$ cat config.mk
export PLATFORM = sky130hd
export DESIGN_NAME = sdm_top
export DESIGN_NICKNAME = d
export VERILOG_FILES = /design/src/sdm_pkg.sv /design/src/sdm_top.sv /design/src/sdm_src_mux.sv /design/src/sdm_carrier_sync.sv
export VERILOG_INCLUDE_DIRS = /design/src /design/src/src
export SDC_FILE = /design/constraint.sdc
export NUM_CORES = 1
export LEC_CHECK = 0
export BUFFER_PORTS_ARGS = -buffer_cell sky130_fd_sc_hd__buf_2
export CORE_MARGIN = 3
export CORE_UTILIZATION = 43
export CTS_CLUSTER_SIZE = 12
export DETAILED_ROUTE_END_ITERATION = 16
export PLACE_DENSITY = 0.77
export SLEW_MARGIN = 20
export SYNTH_ARGS = -nofsm -noshare
export SYNTH_HDL_FRONTEND = slang
export SYNTH_HIERARCHICAL = 1
export SYNTH_SLANG_ARGS = --single-unit
export TNS_END_PERCENT = 30
$ cat constraint.sdc
create_clock -name ref_clk_i -period 2.5 [get_ports ref_clk_i]
set_input_delay 0.25 -clock ref_clk_i [delete_from_list [all_inputs] [get_ports ref_clk_i]]
set_output_delay 0.25 -clock ref_clk_i [all_outputs]
set_load 0.02 [all_outputs]
$ cat src/sdm_cfg.svh
// Functional notes
// - enable bit starts mixing selected sources
// - disabled: both carriers forced to ground
// - disabled: keying taken from software bit
// - disable keeps stored source selections
// - output disabled holds pin low
// - four-bit keying source select field
// - four-bit high carrier select field
// - four-bit low carrier select, same set
// - output is keying gated active carrier
// - leaving synced carrier: hold until fall
// - returning: wait synced carrier falling edge
// - separate sync enables per carrier
// - separate polarity invert per carrier
// - software keying bit selectable as source
// - output invert bit inverts pin
// - invert set idles high, clear low
// - read-only status shows current output
// - keeps working whenever sources keep running; here only while ref_clk_i runs and ce_i is high
// - reset disables, registers to defaults
`ifndef SDM_CFG_SVH
`define SDM_CFG_SVH

// ---------------------------------------------
// register offsets (byte addresses)
// ---------------------------------------------
`define SDM_CTRL_OFS     8'h00
`define SDM_KEYSRC_OFS   8'h04
`define SDM_HCAR_OFS     8'h08
`define SDM_LCAR_OFS     8'h0C

// ---------------------------------------------
// field positions
// ---------------------------------------------
`define SDM_CTRL_EN_BIT   7
`define SDM_CTRL_OINV_BIT 4
`define SDM_CTRL_STAT_BIT 3
`define SDM_CTRL_SW_BIT   0
`define SDM_CAR_INV_BIT   7
`define SDM_CAR_SYNC_BIT  6
`define SDM_SEL_MSB       3
`define SDM_SEL_LSB       0

// ---------------------------------------------
// reset values and select codes
// ---------------------------------------------
`define SDM_BIT_RST      1'b0
`define SDM_SEL_RST      4'h0
`define SDM_BASE_CODE    4'h0

`endif

$ cat src/sdm_pkg.sv
// ---------------------------------------------
// shared types of the signal modulator
// ---------------------------------------------
package sdm_pkg;

  // keying sources, bit n answers select code n+1
  typedef struct packed {
    logic clc2;
    logic clc1;
    logic nco;
    logic keying_input_pin;
    logic uart_tx;
    logic cmp2;
    logic cmp1;
    logic spi_sdo;
    logic pwm6;
    logic pwm5;
    logic ccp2;
    logic ccp1;
  } sdm_key_src_t;

  // carrier sources, bit n answers select code n+1
  typedef struct packed {
    logic carrier_input_pin_b;
    logic carrier_input_pin_a;
    logic reference_clock_output;
    logic clc2;
    logic clc1;
    logic internal_fast_oscillator;
    logic sys_clk;
    logic nco;
    logic pwm6;
    logic pwm5;
    logic ccp2;
    logic ccp1;
  } sdm_car_src_t;

  // captured ahb address phase
  typedef struct packed {
    logic       valid;
    logic       wr;
    logic [7:0] addr;
  } sdm_aphase_t;

  // per-carrier sync state
  typedef enum logic [1:0] {
    SDM_IDLE   = 2'b01,
    SDM_ACTIVE = 2'b10
  } sdm_sync_st_t;

endpackage

$ cat src/sdm_top.sv
`timescale 1ns/1ps
`default_nettype none
`include "sdm_cfg.svh"
module sdm_top import sdm_pkg::*; (
  input  wire logic         ref_clk_i,    // system clock
  input  wire logic         rst_i,        // sync reset
  input  wire logic         ce_i,         // clock enable
  input  wire logic         hsel_i,       // ahb select
  input  wire logic [31:0]  haddr_i,      // ahb address
  input  wire logic [1:0]   htrans_i,     // ahb transfer type
  input  wire logic         hwrite_i,     // ahb write
  input  wire logic [2:0]   hsize_i,      // ahb size
  input  wire logic [31:0]  hwdata_i,     // ahb write data
  input  wire logic         hready_i,     // ahb bus ready
  output logic      [31:0]  hrdata_o,     // ahb read data
  output logic              hreadyout_o,  // ahb slave ready
  output logic              hresp_o,      // ahb response
  input  wire sdm_key_src_t key_src_i,    // keying sources
  input  wire sdm_car_src_t car_src_i,    // carrier sources
  output logic              mod_pin_o     // modulated pin
);

  // ---------------------------------------------
  // register state
  // ---------------------------------------------
  logic       modulator_enable_bit; // module on
  logic       output_invert;        // pin polarity
  logic       software_keying_bit;  // firmware key
  logic [3:0] keying_source_select; // key mux code
  logic       high_carrier_invert;  // high polarity
  logic       high_carrier_sync;    // high sync
  logic [3:0] high_carrier_select;  // high mux code
  logic       low_carrier_invert;   // low polarity
  logic       low_carrier_sync;     // low sync
  logic [3:0] low_carrier_select;   // low mux code

  // ---------------------------------------------
  // bus side signals
  // ---------------------------------------------
  sdm_aphase_t aph;      // pending data phase
  logic        take;     // address phase taken
  logic        wr_ctrl;  // write control reg
  logic        wr_key;   // write keying reg
  logic        wr_hcar;  // write high reg
  logic        wr_lcar;  // write low reg
  logic [7:0]  rd_byte;  // read mux result
  logic [7:0]  wbyte;    // low write byte

  // ---------------------------------------------
  // datapath signals
  // ---------------------------------------------
  logic       key_sel;   // selected keying
  logic       keying_signal; // effective keying
  logic       h_sel;     // selected high source
  logic       l_sel;     // selected low source
  logic       carrier_high_signal; // gated high
  logic       carrier_low_signal;  // gated low
  logic [1:0] act;       // active carriers
  logic       mix;       // mixed value
  logic       next_pin;  // next pin level

  // ---------------------------------------------
  // ahb-lite slave handshake
  // ---------------------------------------------
  // no wait states; frozen while clock enable low
  assign hreadyout_o = ce_i;
  // always okay
  assign hresp_o = 1'b0;
  // nonseq or seq taken when bus ready
  assign take = hsel_i & htrans_i[1] & hready_i & ce_i;
  assign wbyte = hwdata_i[7:0];

  // capture address phase for the data phase
  always_ff @(posedge ref_clk_i) begin
    if (rst_i) begin
      aph <= '0;
    end else if (ce_i) begin
      aph.valid <= take;
      aph.wr    <= hwrite_i;
      aph.addr  <= haddr_i[7:0];
    end
  end

  // data phase write strobes
  assign wr_ctrl = aph.valid & aph.wr & (aph.addr == `SDM_CTRL_OFS);
  assign wr_key  = aph.valid & aph.wr & (aph.addr == `SDM_KEYSRC_OFS);
  assign wr_hcar = aph.valid & aph.wr & (aph.addr == `SDM_HCAR_OFS);
  assign wr_lcar = aph.valid & aph.wr & (aph.addr == `SDM_LCAR_OFS);

  // ---------------------------------------------
  // read mux
  // ---------------------------------------------
  always_comb begin
    rd_byte = 8'h00;
    case (haddr_i[7:0])
      `SDM_CTRL_OFS: begin
        rd_byte[`SDM_CTRL_EN_BIT]   = modulator_enable_bit;
        rd_byte[`SDM_CTRL_OINV_BIT] = output_invert;
        rd_byte[`SDM_CTRL_STAT_BIT] = mod_pin_o;
        rd_byte[`SDM_CTRL_SW_BIT]   = software_keying_bit;
      end
      `SDM_KEYSRC_OFS: begin
        rd_byte[`SDM_SEL_MSB:`SDM_SEL_LSB] = keying_source_select;
      end
      `SDM_HCAR_OFS: begin
        rd_byte[`SDM_CAR_INV_BIT]  = high_carrier_invert;
        rd_byte[`SDM_CAR_SYNC_BIT] = high_carrier_sync;
        rd_byte[`SDM_SEL_MSB:`SDM_SEL_LSB] = high_carrier_select;
      end
      `SDM_LCAR_OFS: begin
        rd_byte[`SDM_CAR_INV_BIT]  = low_carrier_invert;
        rd_byte[`SDM_CAR_SYNC_BIT] = low_carrier_sync;
        rd_byte[`SDM_SEL_MSB:`SDM_SEL_LSB] = low_carrier_select;
      end
      // unmapped reads as zero
      default: begin
        rd_byte = 8'h00;
      end
    endcase
  end

  // read data registered at the address phase
  always_ff @(posedge ref_clk_i) begin
    if (rst_i) begin
      hrdata_o <= 32'h0000_0000;
    end else if (ce_i && take && !hwrite_i) begin
      hrdata_o <= {24'h00_0000, rd_byte};
    end
  end

  // ---------------------------------------------
  // control register
  // ---------------------------------------------
  // reset clears enable, polarity, software bit
  always_ff @(posedge ref_clk_i) begin
    if (rst_i) begin
      modulator_enable_bit <= `SDM_BIT_RST;
      output_invert        <= `SDM_BIT_RST;
      software_keying_bit  <= `SDM_BIT_RST;
    end else if (ce_i && wr_ctrl) begin
      modulator_enable_bit <= wbyte[`SDM_CTRL_EN_BIT];
      output_invert        <= wbyte[`SDM_CTRL_OINV_BIT];
      software_keying_bit  <= wbyte[`SDM_CTRL_SW_BIT];
    end
  end

  // ---------------------------------------------
  // source select registers
  // ---------------------------------------------
  // only bus writes and reset change them, never enable
  always_ff @(posedge ref_clk_i) begin
    if (rst_i) begin
      keying_source_select <= `SDM_SEL_RST;
    end else if (ce_i && wr_key) begin
      keying_source_select <= wbyte[`SDM_SEL_MSB:`SDM_SEL_LSB];
    end
  end

  // high carrier selection, sync, polarity
  always_ff @(posedge ref_clk_i) begin
    if (rst_i) begin
      high_carrier_invert <= `SDM_BIT_RST;
      high_carrier_sync   <= `SDM_BIT_RST;
      high_carrier_select <= `SDM_SEL_RST;
    end else if (ce_i && wr_hcar) begin
      high_carrier_invert <= wbyte[`SDM_CAR_INV_BIT];
      high_carrier_sync   <= wbyte[`SDM_CAR_SYNC_BIT];
      high_carrier_select <= wbyte[`SDM_SEL_MSB:`SDM_SEL_LSB];
    end
  end

  // low carrier selection, sync, polarity
  always_ff @(posedge ref_clk_i) begin
    if (rst_i) begin
      low_carrier_invert <= `SDM_BIT_RST;
      low_carrier_sync   <= `SDM_BIT_RST;
      low_carrier_select <= `SDM_SEL_RST;
    end else if (ce_i && wr_lcar) begin
      low_carrier_invert <= wbyte[`SDM_CAR_INV_BIT];
      low_carrier_sync   <= wbyte[`SDM_CAR_SYNC_BIT];
      low_carrier_select <= wbyte[`SDM_SEL_MSB:`SDM_SEL_LSB];
    end
  end

  // ---------------------------------------------
  // source multiplexers
  // ---------------------------------------------
  // keying: code zero is the software bit
  sdm_src_mux #(.N(12)) u_key_mux (
    .src_i  (key_src_i),
    .sel_i  (keying_source_select),
    .base_i (software_keying_bit),
    .sel_o  (key_sel)
  );

  // high carrier: code zero is ground
  sdm_src_mux #(.N(12)) u_hcar_mux (
    .src_i  (car_src_i),
    .sel_i  (high_carrier_select),
    .base_i (1'b0),
    .sel_o  (h_sel)
  );

  // low carrier: same source set
  sdm_src_mux #(.N(12)) u_lcar_mux (
    .src_i  (car_src_i),
    .sel_i  (low_carrier_select),
    .base_i (1'b0),
    .sel_o  (l_sel)
  );

  // ---------------------------------------------
  // enable gating and polarity
  // ---------------------------------------------
  // disabled: software bit keys, carriers grounded
  assign keying_signal = modulator_enable_bit ? key_sel : software_keying_bit;
  assign carrier_high_signal =
    modulator_enable_bit & (h_sel ^ high_carrier_invert);
  assign carrier_low_signal =
    modulator_enable_bit & (l_sel ^ low_carrier_invert);

  // ---------------------------------------------
  // carrier synchronisation
  // ---------------------------------------------
  // samples carriers on ref_clk_i, so carrier falls are seen only at its edges
  sdm_carrier_sync u_sync (
    .ref_clk_i (ref_clk_i),
    .rst_i     (rst_i),
    .ce_i      (ce_i),
    .want_i    ({~keying_signal, keying_signal}),
    .car_i     ({carrier_low_signal, carrier_high_signal}),
    .sync_i    ({low_carrier_sync, high_carrier_sync}),
    .act_o     (act)
  );

  // ---------------------------------------------
  // mixing and output
  // ---------------------------------------------
  // each active carrier passes; both during handover
  assign mix = (act[0] & carrier_high_signal)
             | (act[1] & carrier_low_signal);

  // disabled pin low, else mix through polarity
  always_comb begin
    next_pin = 1'b0;
    if (modulator_enable_bit) begin
      next_pin = mix ^ output_invert;
    end
  end

  // pin driven from a flip-flop
  always_ff @(posedge ref_clk_i) begin
    if (rst_i) begin
      mod_pin_o <= 1'b0;
    end else if (ce_i) begin
      mod_pin_o <= next_pin;
    end
  end
endmodule // sdm_top
`default_nettype wire

$ cat src/sdm_src_mux.sv
`timescale 1ns/1ps
`default_nettype none
`include "sdm_cfg.svh"
module sdm_src_mux import sdm_pkg::*; #(
  parameter int N = 12
) (
  input  wire logic [N-1:0] src_i,   // source bits
  input  wire logic [3:0]   sel_i,   // select code
  input  wire logic         base_i,  // value of code zero
  output logic              sel_o    // chosen source
);
  // ---------------------------------------------
  // code zero is base, 1..N sources, rest ground
  // ---------------------------------------------
  always_comb begin
    sel_o = 1'b0;
    if (sel_i == `SDM_BASE_CODE) begin
      sel_o = base_i;
    end else if (int'(sel_i) <= N) begin
      sel_o = src_i[int'(sel_i) - 1];
    end
  end
endmodule // sdm_src_mux
`default_nettype wire

$ cat src/sdm_carrier_sync.sv
`timescale 1ns/1ps
`default_nettype none
module sdm_carrier_sync import sdm_pkg::*; (
  input  wire logic       ref_clk_i, // system clock
  input  wire logic       rst_i,     // sync reset
  input  wire logic       ce_i,      // clock enable
  input  wire logic [1:0] want_i,    // keying asks for carrier
  input  wire logic [1:0] car_i,     // carrier levels
  input  wire logic [1:0] sync_i,    // sync enables
  output logic      [1:0] act_o      // carrier active
);
  // ---------------------------------------------
  // index 0 high carrier, index 1 low carrier
  // ---------------------------------------------
  for (genvar g = 0; g < 2; g++) begin : g_car
    logic         prev; // last carrier sample
    sdm_sync_st_t st;   // latched activity
    logic         fall; // carrier fell
    assign fall = prev & ~car_i[g];
    // sample carrier for edge compare
    always_ff @(posedge ref_clk_i) begin
      if (rst_i) begin
        prev <= 1'b0;
      end else if (ce_i) begin
        prev <= car_i[g];
      end
    end
    // activity changes only at carrier falls
    always_ff @(posedge ref_clk_i) begin
      if (rst_i) begin
        st <= SDM_IDLE;
      end else if (ce_i && fall) begin
        st <= want_i[g] ? SDM_ACTIVE : SDM_IDLE;
      end
    end
    // unsynced follows keying at once
    assign act_o[g] = sync_i[g] ? (st == SDM_ACTIVE) : want_i[g];

  end
endmodule // sdm_carrier_sync
`default_nettype wire

==> impl_metrics.csv, run 1 <==
group,metric,value,unit
timing,finalSetupViolCount,1,
synthesis,synth_top_flop_cell,"dfxtp_1",
power_and_ir_drop,comb_power_share,13.5,%
route,vias_per_cell,5.24,
synthesis,ys_ff_latch,43,
route,drc,0,
floorplan,rows,29,
synthesis,synth-async-reset-ratio,0,%
timing,post-route-period-util,103,%
place,place_area,3460,um^2
timing,fin_setup_tns,-70.4,ps
timing,fin_crit,2570,ps
layout,drive_gt1_share,40.4,%
place,place.gp.congestion,0.831,
critical_path,worstRegToRegCells,14,
synthesis,ys_types,46,
route,wire_per_inst,14.4,um
timing,postLayoutSetupSlackWorst,-70.4,ps
power_and_ir_drop,p_int,0.00101,W
power_and_ir_drop,power_density,368,nW/um^2
timing,hold_violations,0,
layout,num_antenna_cells,0,
status,violations,"negative setup slack",
global_routing,overflow,0,
synthesis,synth_area,2960,um^2
power_and_ir_drop,pwr-share-seq,51.0,%
critical_path,crit_end,"mod_pin_o",
place,portBuffers,54,
critical_path,cp_max_fo,3,
global_routing,antenna_found_initial,0,
floorplan,die-area,7920,um^2
global_routing,gr-usage-all-layers,17.4,%
layout,n_fill_cell,563,
critical_path,required,2690,ps
route,drtPass1Iterations,4,
synthesis,synth_edf_count,0,
timing,clock_skew,4.65,ps
status,status,"finished, violations left",
layout,nNetsFinal,520,
power_and_ir_drop,p_leak,1.74,nW
layout,area_growth,25.6,%
cts,tritoncts,"yes",
cts,clk_pin_slew,80,ps
power_and_ir_drop,p_switching,0.000353,W
timing,worstMarginPinSlew,815,ps
floorplan,dieWidth,89.0,um
timing,grt_setup_unrepaired,"true",
critical_path,cp.arrival,2770,ps
power_and_ir_drop,vdd_drop_max,0.327,mV
floorplan,die_h,89.0,um
layout,final_area,3720,um^2
timing,slew_violations,0,
synthesis,syn_avg_cell_area,8.98,um^2
synthesis,synth_seq_area_share,29.1,%
synthesis,syn_inst,330,
synthesis,yosysWarnings,6,
place,dp_hpwl,5.33,mm
route,vias,2583,
critical_path,cp-start-kind,"flop",
floorplan,core,6490,um^2
global_routing,grt_pass1_vias,2458,
cts,h-tree-depth,2,
critical_path,crit_type,"flop to flop",
min_path,min_path_type,"primary input to flop",
route,ant_nets,0,
cts,cts.sinks,43,
critical_path,worstReg2RegEnd,"mod_pin_o",
floorplan,pin_count,134,
floorplan,start_util,45.6,%
layout,seq_area,873,um^2
critical_path,startpoint,"keying_source_select[0]",
route,dr.first_iter.drc_count,113,
cts,cts-buffers-inserted,5,
critical_path,reg2reg_slack,-70,ps
cts,cts_buffer_depth,2,
job,maxCapViolCount,0,
layout,multi_input_area,2020,um^2
power_and_ir_drop,sw_frac_of_total,25.8,%
timing,fmax,0.389,GHz
global_routing,grt_start_max_net_pins,49,
global_routing,grt_pass1_wl,10.9,mm
timing,relSlewSlack,45.7,%
route,wl,7.09,mm
critical_path,rr_startpoint,"keying_source_select[0]",
cts,clk_latency,300,ps
critical_path,worst_setup_path_end_kind,"flop",
power_and_ir_drop,power.share.clock,35.5,%
cts,root_buffer,"clkbuf_8",
==> layer usage <==
| metal | part of all wire [%] | up-vias | track usage [%] |
|---|---|---|---|
| met2 | 50 | 82 | 31.4 |
| met1 | 42 | 1212 | 20.8 |
| met4 | 2.2 | 0 | 5.82 |
| met5 | 0 | - | 0 |
| li1 | - | 1274 | - |
| met3 | 5.7 | 15 | 3.23 |
==> power groups by stage <==
stage | sequential [W] | combinational (W) | clock, W
CTS | 0.000699 | 0.000179 | 0.000487
floorplan | 0.000714 | 0.000144 | 0
global route | 0.000699 | 0.000203 | 0.000520
global placement | 0.000715 | 0.000171 | 0
detailed placement | 0.000716 | 0.000175 | 0
finish | 0.000697 | 0.000185 | 0.000485
==> how the worst min path moves through the flow <==
stage | start | endpoint | slack [ps] | depth (start not counted)
6_report | hwdata_i[4] | output_invert | 210 | 3
5_1_grt | hwdata_i[4] | output_invert | 240 | 3
4_1_cts | hwdata_i[4] | output_invert | 210 | 3
3_5_place_dp | hrdata_o[4] | hrdata_o[4] | 440 | 2
3_3_place_gp | hrdata_o[4] | hrdata_o[4] | 440 | 2
2_1_floorplan | rst_i | u_sync/g_car[0].prev | 320 | 1
==> layout make-up <==
class                   instances  area share, %
flip-flops and latches         43           23.5
clock buffers                   8           2.69
multi-input cells             257           54.3
inverters                      15           1.58
repair buffers                 93           15.3
well taps                      77           2.59
==> registers in the layout, summed over array words and instances, names as in the netlist, 2 cells and up <==
register and cells:
hrdata_o 7, u_sync/g_car.prev 2, low_carrier_select 4, keying_source_select 4, u_sync/g_car.st 4, aph 10, high_carrier_select 4
==> cells in the final DEF (no fill, tap or decap), drive strengths merged, types with 2 or more instances in the layout <==
cell type	netlist	final
xor2	6	6
o21ai	17	17
a2111oi	3	3
mux2	17	17
or2	5	5
a21oi	17	17
mux2i	44	44
a211oi	3	3
o22ai	3	3
nor2	40	40
inv	15	15
nand2b	4	4
conb	1	28
a31oi	3	3
o41ai	2	2
a22oi	2	2
a31o	3	3
nor3	4	4
nand3	4	4
nor2b	6	6
mux4	2	2
o21bai	3	3
buf	37	93
nand4	5	5
clkbuf	5	8
xnor2	3	3
dfxtp	43	43
ha	6	6
and2	3	3
nand3b	8	8
nand2	9	9
==> worst max-delay path, stage by stage (launching register included) <==
cell,delay (ps)
dfxtp_4,370
inv_4,50
ha_4,270
mux2_4,310
o21ai_1,130
o21ai_1,90
a31oi_1,290
a211oi_2,90
mux2i_1,210
inv_1,80
inv_1,60
o21ai_1,50
a32oi_1,210
xor2_1,180
o21ai_1,70
==> stage by stage <==
stage | hold slack (ps) | power [W] | instances | setup slack, ps | util, %
after floorplan | 322 | 0.000858 | 357 | -17.8 | -
after global placement | 442 | 0.000886 | 484 | -189 | 53.3
after detailed placement | 444 | 0.000891 | 484 | -240 | 53.3
after CTS | 212 | 0.00136 | 492 | -27.6 | 56.1
after global routing | 238 | 0.00142 | 493 | -198 | 57.3
final | 209 | 0.00137 | 493 | -70.4 | 57.3
==> logic make-up after synthesis <==
logic type / count (synthesis) / share of synthesized area (%)
simple gates: 94 / 17.1
mux: 63 / 23.9
xor+xnor: 9 / 2.66
flops: 43 / 29.1
fa+ha+maj: 6 / 2.53
other cells: 1 / 0.127
compound gates: 57 / 13.0
buf+inv: 57 / 11.7
==> synthesized netlist by cell type (all sizes together) (4+ instances only) <==
cell | count | share of area [%]
mux2i | 44 | 15
dfxtp | 43 | 29
nor2 | 40 | 5.1
buf | 37 | 9.2
a21oi | 17 | 2.9
mux2 | 17 | 7.5
o21ai | 17 | 3.4
inv | 15 | 1.9
nand2 | 9 | 1.1
nand3b | 8 | 2.3
ha | 6 | 2.5
nor2b | 6 | 1.3
xor2 | 6 | 1.8
clkbuf | 5 | 0.63
nand4 | 5 | 1.1
or2 | 5 | 1.1
nand2b | 4 | 0.84
nand3 | 4 | 0.68
nor3 | 4 | 1.1
==> what timing repair did <==
action / 4_1_cts / 5_1_grt
endpoints found under the hold margin: 0 / 0
hold buffers: 0 / 0
endpoints found under the setup margin: 5 / 4
setup buffers: 1 / 1
resized for setup: 24 / 18
pin swaps: 11 / 12
Power figures use the tool's default switching activity.
==> run 2: changes to the inputs <==
Settings changed: CTS_BUF_LIST set to sky130_fd_sc_hd__clkbuf_4 sky130_fd_sc_hd__clkbuf_8, PLACE_DENSITY 0.77 to 0.79, SYNTH_HIERARCHICAL 1 to not set.
==> impl_metrics.csv, run 2 <==
group,metric,value,unit
floorplan,pin_count,134,
timing,post-route-period-util,103,%
critical_path,crit_type,"flop to flop",
layout,final_area,3200,um^2
critical_path,crit_chain,"inv_2, ha_4, mux2i_2, mux2i_1, a21oi_1, o32a_1, or4b_4, and2_4, a31o_1, a21o_1",
timing,fmax,0.388,GHz
synthesis,syn_inst,296,
layout,area_growth,18.5,%
layout,drive_gt1_share,29.9,%
timing,postLayoutSetupSlackWorst,-79.4,ps
floorplan,die_h,85.3,um
critical_path,cp-start-kind,"flop",
layout,final_cell_mix,"54 x buf_2, 43 x nor2_1, 41 x dfxtp_1, 34 x mux2i_1, 26 x conb_1",
timing,hold_violations,0,
synthesis,synthTopCellsByCount,"43 x dfxtp_1, 43 x nor2_1, 35 x mux2i_1",
critical_path,startpoint,"low_carrier_select[1]",
min_path,hp-start,"hwdata_i[4]",
timing,worstMarginPinSlew,557,ps
timing,fin_setup_tns,-215,ps
timing,grt_setup_unrepaired,"true",
power_and_ir_drop,p_leak,1.43,nW
global_routing,grt_start_max_net_pins,32,
synthesis,synth_area_leaders,"dfxtp_1 32%, mux2i_1 13%, buf_4 7.8%",
power_and_ir_drop,total_power,0.00132,W
critical_path,required,2700,ps
route,drtPass1Iterations,5,
place,dp_hpwl,4.90,mm
floorplan,rows,28,
route,vias_per_cell,5.28,
power_and_ir_drop,power_density,411,nW/um^2
cts,clk_pin_slew,90,ps
cts,root_buffer,"clkbuf_8",
critical_path,cp_max_fo,3,
layout,n_fill_cell,537,
global_routing,gr-usage-all-layers,17.4,%
global_routing,grt_pass1_vias,2268,
route,ant_nets,0,
critical_path,critical_path.top_delay_family,"compound AO/OA/AOI/OAI gates",
layout,nNetsFinal,468,
route,vias,2316,
synthesis,synth_edf_count,0,
global_routing,overflow,0,
timing,slew_violations,0,
place,place.gp.congestion,0.805,
power_and_ir_drop,vdd_drop_max,0.351,mV
synthesis,ys_ff_latch,43,
cts,cts-buffers-inserted,5,
synthesis,syn_avg_cell_area,9.13,um^2
layout,num_antenna_cells,0,
layout,utilization,53.4,%
status,status,"finished, violations left",
critical_path,cp.buffers_inverters,1,
cts,cts_buffer_depth,2,
min_path,min_path_type,"primary input to flop",
timing,fin_crit,2580,ps
global_routing,antenna_found_initial,0,
critical_path,rr_startpoint,"low_carrier_select[1]",
synthesis,synth-async-reset-ratio,0,%
floorplan,core,5990,um^2
cts,h-tree-depth,2,
job,maxCapViolCount,0,
cts,tritoncts,"yes",
timing,relSlewSlack,62.6,%
synthesis,synth_seq_area_share,31.9,%
synthesis,ys_types,56,
cts,clk_latency,300,ps
global_routing,grt_pass1_wl,10.3,mm
floorplan,die-area,7270,um^2
route,wl,6.28,mm
route,drc,0,
status,violations,"negative setup slack",
critical_path,cp.arrival,2780,ps
synthesis,synth.top_cell.area_share,31.9,%
synthesis,synth_area,2700,um^2
timing,finalSetupViolCount,3,
synthesis,synth_top_flop_cell,"dfxtp_1",
critical_path,max_stage_delay,540,ps
layout,largest_register_ffs,10,
route,dr.first_iter.drc_count,79,
layout,reg_top3,"aph (10), hrdata_o (7)",
layout,final_common_cell,"buf_2",
synthesis,yosysWarnings,0,
floorplan,start_util,45.1,%
synthesis,yosys.area.top_type,"dfxtp_1",
layout,regMostFlops,"aph",
route,wire_per_inst,14.3,um
place,portBuffers,54,
critical_path,worst_path_max_delay_cell,"or4b_4",
place,place_area,3060,um^2
cts,cts.sinks,43,
critical_path,worst_setup_path_end_kind,"flop",
floorplan,dieWidth,85.3,um
timing,clock_skew,8.91,ps
run 2: changes by cell type in the layout (fill, tap and decap cells not counted), moves of 5 or more:
cell,delta
mux2_4,-11
o21ai_1,-11
a21oi_1,-6
o21ai_0,+6
mux2i_1,-10
mux4_2,+6
or2_2,-5
buf_4,-16
mux2_2,-5
run 2: tightest hold or removal path, cell delays in order:
cell     delay (ps)
buf_2            80
mux2i_1          50
nor2_1           80
run 2: area by class of cell:
class	instances	area (um^2)	share of cell area [%]
Inverter	16	60.1	1.88
Sequential cell	43	863	27.0
Timing Repair Buffer	75	428	13.4
Tap cell	75	93.8	2.93
Clock buffer	6	82.6	2.58
Clock inverter	2	16.3	0.508
Multi-Input combinational cell	222	1660	51.8
run 2: report_power, final:
group          internal [W]  switching [W]
clock network      0.000225       0.000242
logic             0.0000556      0.0000926
registers          0.000693     0.00000680
total              0.000974       0.000341
run 2: timing repair:
action / in CTS / in global routing
buffers inserted: 0 / 2
hold buffers: 0 / 0
gates resized for setup: 5 / 3
endpoints found under the setup margin: 5 / 5
pin swaps: 0 / 8
run 2: stage by stage:
| step | hold WS, ps | setup slack [ps] | instances |
|---|---|---|---|
| 2_1_floorplan | 394 | -32.5 | 321 |
| 3_3_place_gp | 437 | -10.2 | 429 |
| 3_5_place_dp | 448 | -66.9 | 429 |
| 4_1_cts | 195 | -53.4 | 437 |
| 5_1_grt | 207 | -161 | 439 |
| 6_report | 198 | -79.4 | 439 |
run 2: cells by family after synthesis:
kind of cell | share of synthesized area [%]
other cells | 0.139
xor+xnor | 0.973
mux | 22.4
fa+ha+maj | 2.78
simple gates | 17.6
buf+inv | 11.8
compound gates | 12.4
flops | 31.9
run 2: path summary, 6_finish.rpt:
check	end	slack [ps]	cells past startpoint
setup / recovery	u_sync.g_car[1].st[0]	-80	10
setup reg to reg	u_sync.g_car[1].st[0]	-80	10
hold reg to reg	hrdata_o[4]	460	2
hold / removal	output_invert	200	3
run 2: per-layer routing:
metal	vias to the layer above	part of all wire, %	track usage (%)
met3	7	6.2	2.91
met1	1087	42	20.4
li1	1145	-	-
met4	0	1.5	5.18
met2	77	50	32.3
met5	-	0	0
==> run 3: changes to the inputs <==
Settings changed: CORE_UTILIZATION 43 to 44, GPL_ROUTABILITY_DRIVEN set to 0, SYNTH_HIERARCHICAL set to 1.
==> impl_metrics.csv, run 3 (same netlist as run 1, synthesis figures left out) <==
group,metric,value,unit
timing,clock_skew,6.45,ps
global_routing,overflow,0,
layout,final_cell_mix,"54 x buf_2, 44 x mux2i_1, 40 x nor2_1, 38 x dfxtp_1, 35 x buf_4",
layout,area_growth,28.0,%
critical_path,cp_common_cell,"o21ai_1",
timing,fmax,0.401,GHz
cts,cts.sinks,43,
floorplan,die_h,88.1,um
global_routing,grt_start_max_net_pins,49,
floorplan,die-area,7750,um^2
route,drc,0,
min_path,min_path_type,"primary input to flop",
critical_path,worstReg2RegEnd,"u_sync/g_car[1].st[0]",
critical_path,reg2reg_slack,4,ps
critical_path,cp.arrival,2690,ps
critical_path,crit_end,"u_sync/g_car[1].st[0]",
critical_path,cp-start-kind,"flop",
critical_path,cp_max_fo,3,
layout,regMostFlops,"aph",
cts,clk_latency,300,ps
power_and_ir_drop,power_density,352,nW/um^2
cts,hold_buffers,0,
cts,cts-buffers-inserted,5,
global_routing,grt_pass1_wl,11.6,mm
critical_path,cp.depth,12,
status,status,"finished clean",
timing,relSlewSlack,44.9,%
layout,layoutNonFillerInstCount,493,
route,wire_per_inst,15.0,um
cts,root_buffer,"clkbuf_8",
critical_path,required,2700,ps
global_routing,antenna_found_initial,0,
critical_path,rr_startpoint,"low_carrier_select[0]",
critical_path,max_stage_delay,370,ps
place,dp_hpwl,5.29,mm
timing,slew_violations,0,
timing,hold_violations,0,
route,vias,2634,
layout,multi_input_area,2070,um^2
power_and_ir_drop,vdd_drop_max,0.332,mV
layout,nNetsFinal,521,
cts,clk_pin_slew,80,ps
critical_path,crit_type,"flop to flop",
place,portBuffers,54,
route,drtPass1Iterations,4,
floorplan,start_util,46.1,%
layout,final_common_cell,"buf_2",
floorplan,rows,29,
route,wl,7.39,mm
critical_path,worst_path_max_delay_cell,"dfxtp_4",
layout,largest_register_ffs,10,
place,dp.cells,482,
route,ant_nets,0,
critical_path,cp.buffers_inverters,2,
route,vias_per_cell,5.34,
global_routing,grt_pass1_vias,2528,
critical_path,critical_path.top_delay_family,"multiplexers",
floorplan,dieWidth,88.1,um
critical_path,worst_setup_path_end_kind,"flop",
cts,cts_buffer_depth,2,
place,place_area,3460,um^2
cts,tritoncts,"yes",
timing,finalSetupViolCount,0,
floorplan,pin_count,134,
power_and_ir_drop,p_leak,1.78,nW
layout,final_area,3790,um^2
layout,seq_area,872,um^2
timing,post-route-period-util,99.8,%
timing,worstMarginPinSlew,827,ps
timing,grt_setup_unrepaired,"true",
floorplan,core,6420,um^2
layout,drive_gt1_share,42.5,%
critical_path,startpoint,"low_carrier_select[0]",
layout,reg_top3,"aph (10), hrdata_o (7)",
critical_path,crit_chain,"inv_2, ha_4, mux2_2, o21ai_1, o21ai_1, a31oi_1, a211oi_1, buf_4, xor2_2, and2_4, nand3b_4, mux2_4",
timing,fin_crit,2500,ps
layout,n_fill_cell,530,
layout,num_antenna_cells,0,
global_routing,gr-usage-all-layers,18.8,%
route,dr.first_iter.drc_count,157,
cts,h-tree-depth,2,
job,maxCapViolCount,0,
critical_path,worstRegToRegCells,12,
==> run 3: changes by cell type in the layout (fill, tap and decap cells not counted), sizes merged, moves of 6 or more <==
cell and delta:
buf +19, mux2 +15, mux2i +9, o21ai +9, mux4 -8, nand3b +6
==> run 3: timing repair <==
item	CTS	global route
resized for setup	29	23
buffers inserted	3	1
endpoints found under the setup margin	5	5
pin swaps	16	15
==> run 3: through the flow <==
| stage | total power [W] | setup WS (ps) | utilization [%] | setup TNS, ps | hold slack (ps) |
|---|---|---|---|---|---|
| after global placement | 0.000886 | -140 | 53.9 | -272 | 445 |
| after detailed placement | 0.000891 | -176 | 53.9 | -532 | 456 |
| final | 0.00134 | 4.47 | 59.0 | 0 | 208 |
| after floorplan | 0.000858 | -17.8 | - | -34.9 | 322 |
| after global routing | 0.00140 | -149 | 59.0 | -415 | 209 |
| after CTS | 0.00134 | -4.08 | 57.3 | -4.08 | 200 |
==> run 3: worst register-to-register path: stages, from the launching register on <==
cell and delay, ps:
dfxtp_4 370, inv_2 50, ha_4 290, mux2_2 350, o21ai_1 90, o21ai_1 70
a31oi_1 180, a211oi_1 60, buf_4 150, xor2_2 150, and2_4 170, nand3b_4 150
mux2_4 290
==> run 3: final cells by class <==
type                       instances  area share (%)
timing repair buffer              94            16.0
tap                               77            2.54
inverter                          15            1.48
clock buffer                       6            2.18
sequential                        43            23.0
clock inverter                     1           0.132
multi-input combinational        257            54.7
==> run 3: per-layer routing <==
metal,routed length (um),track usage [%],vias up
met4,111,3.16,0
met3,285,4.70,11
li1,-,-,1279
met5,0,0,-
met1,3130,23.3,1267
met2,3860,33.6,77
==> run 3: how the worst min path moves through the flow <==
stage	start	to	slack, ps	cells after the start
global placement	hrdata_o[6]	hrdata_o[6]	440	2
global route	hwdata_i[6]	low_carrier_sync	210	3
CTS	hwdata_i[6]	high_carrier_sync	200	3
detailed placement	hrdata_o[0]	hrdata_o[0]	460	2
floorplan	rst_i	u_sync/g_car[0].prev	320	1
finish	haddr_i[6]	aph[6]	210	3
==> run 3: power breakdown <==
group | internal [W] | switching (W) | total, W | leakage [nW]
registers | 0.000691 | 0.00000660 | 0.000698 | 0.351
clock network | 0.000217 | 0.000230 | 0.000447 | 0.0470
logic | 0.0000745 | 0.000118 | 0.000192 | 1.38
total | 0.000982 | 0.000354 | 0.00134 | 1.78
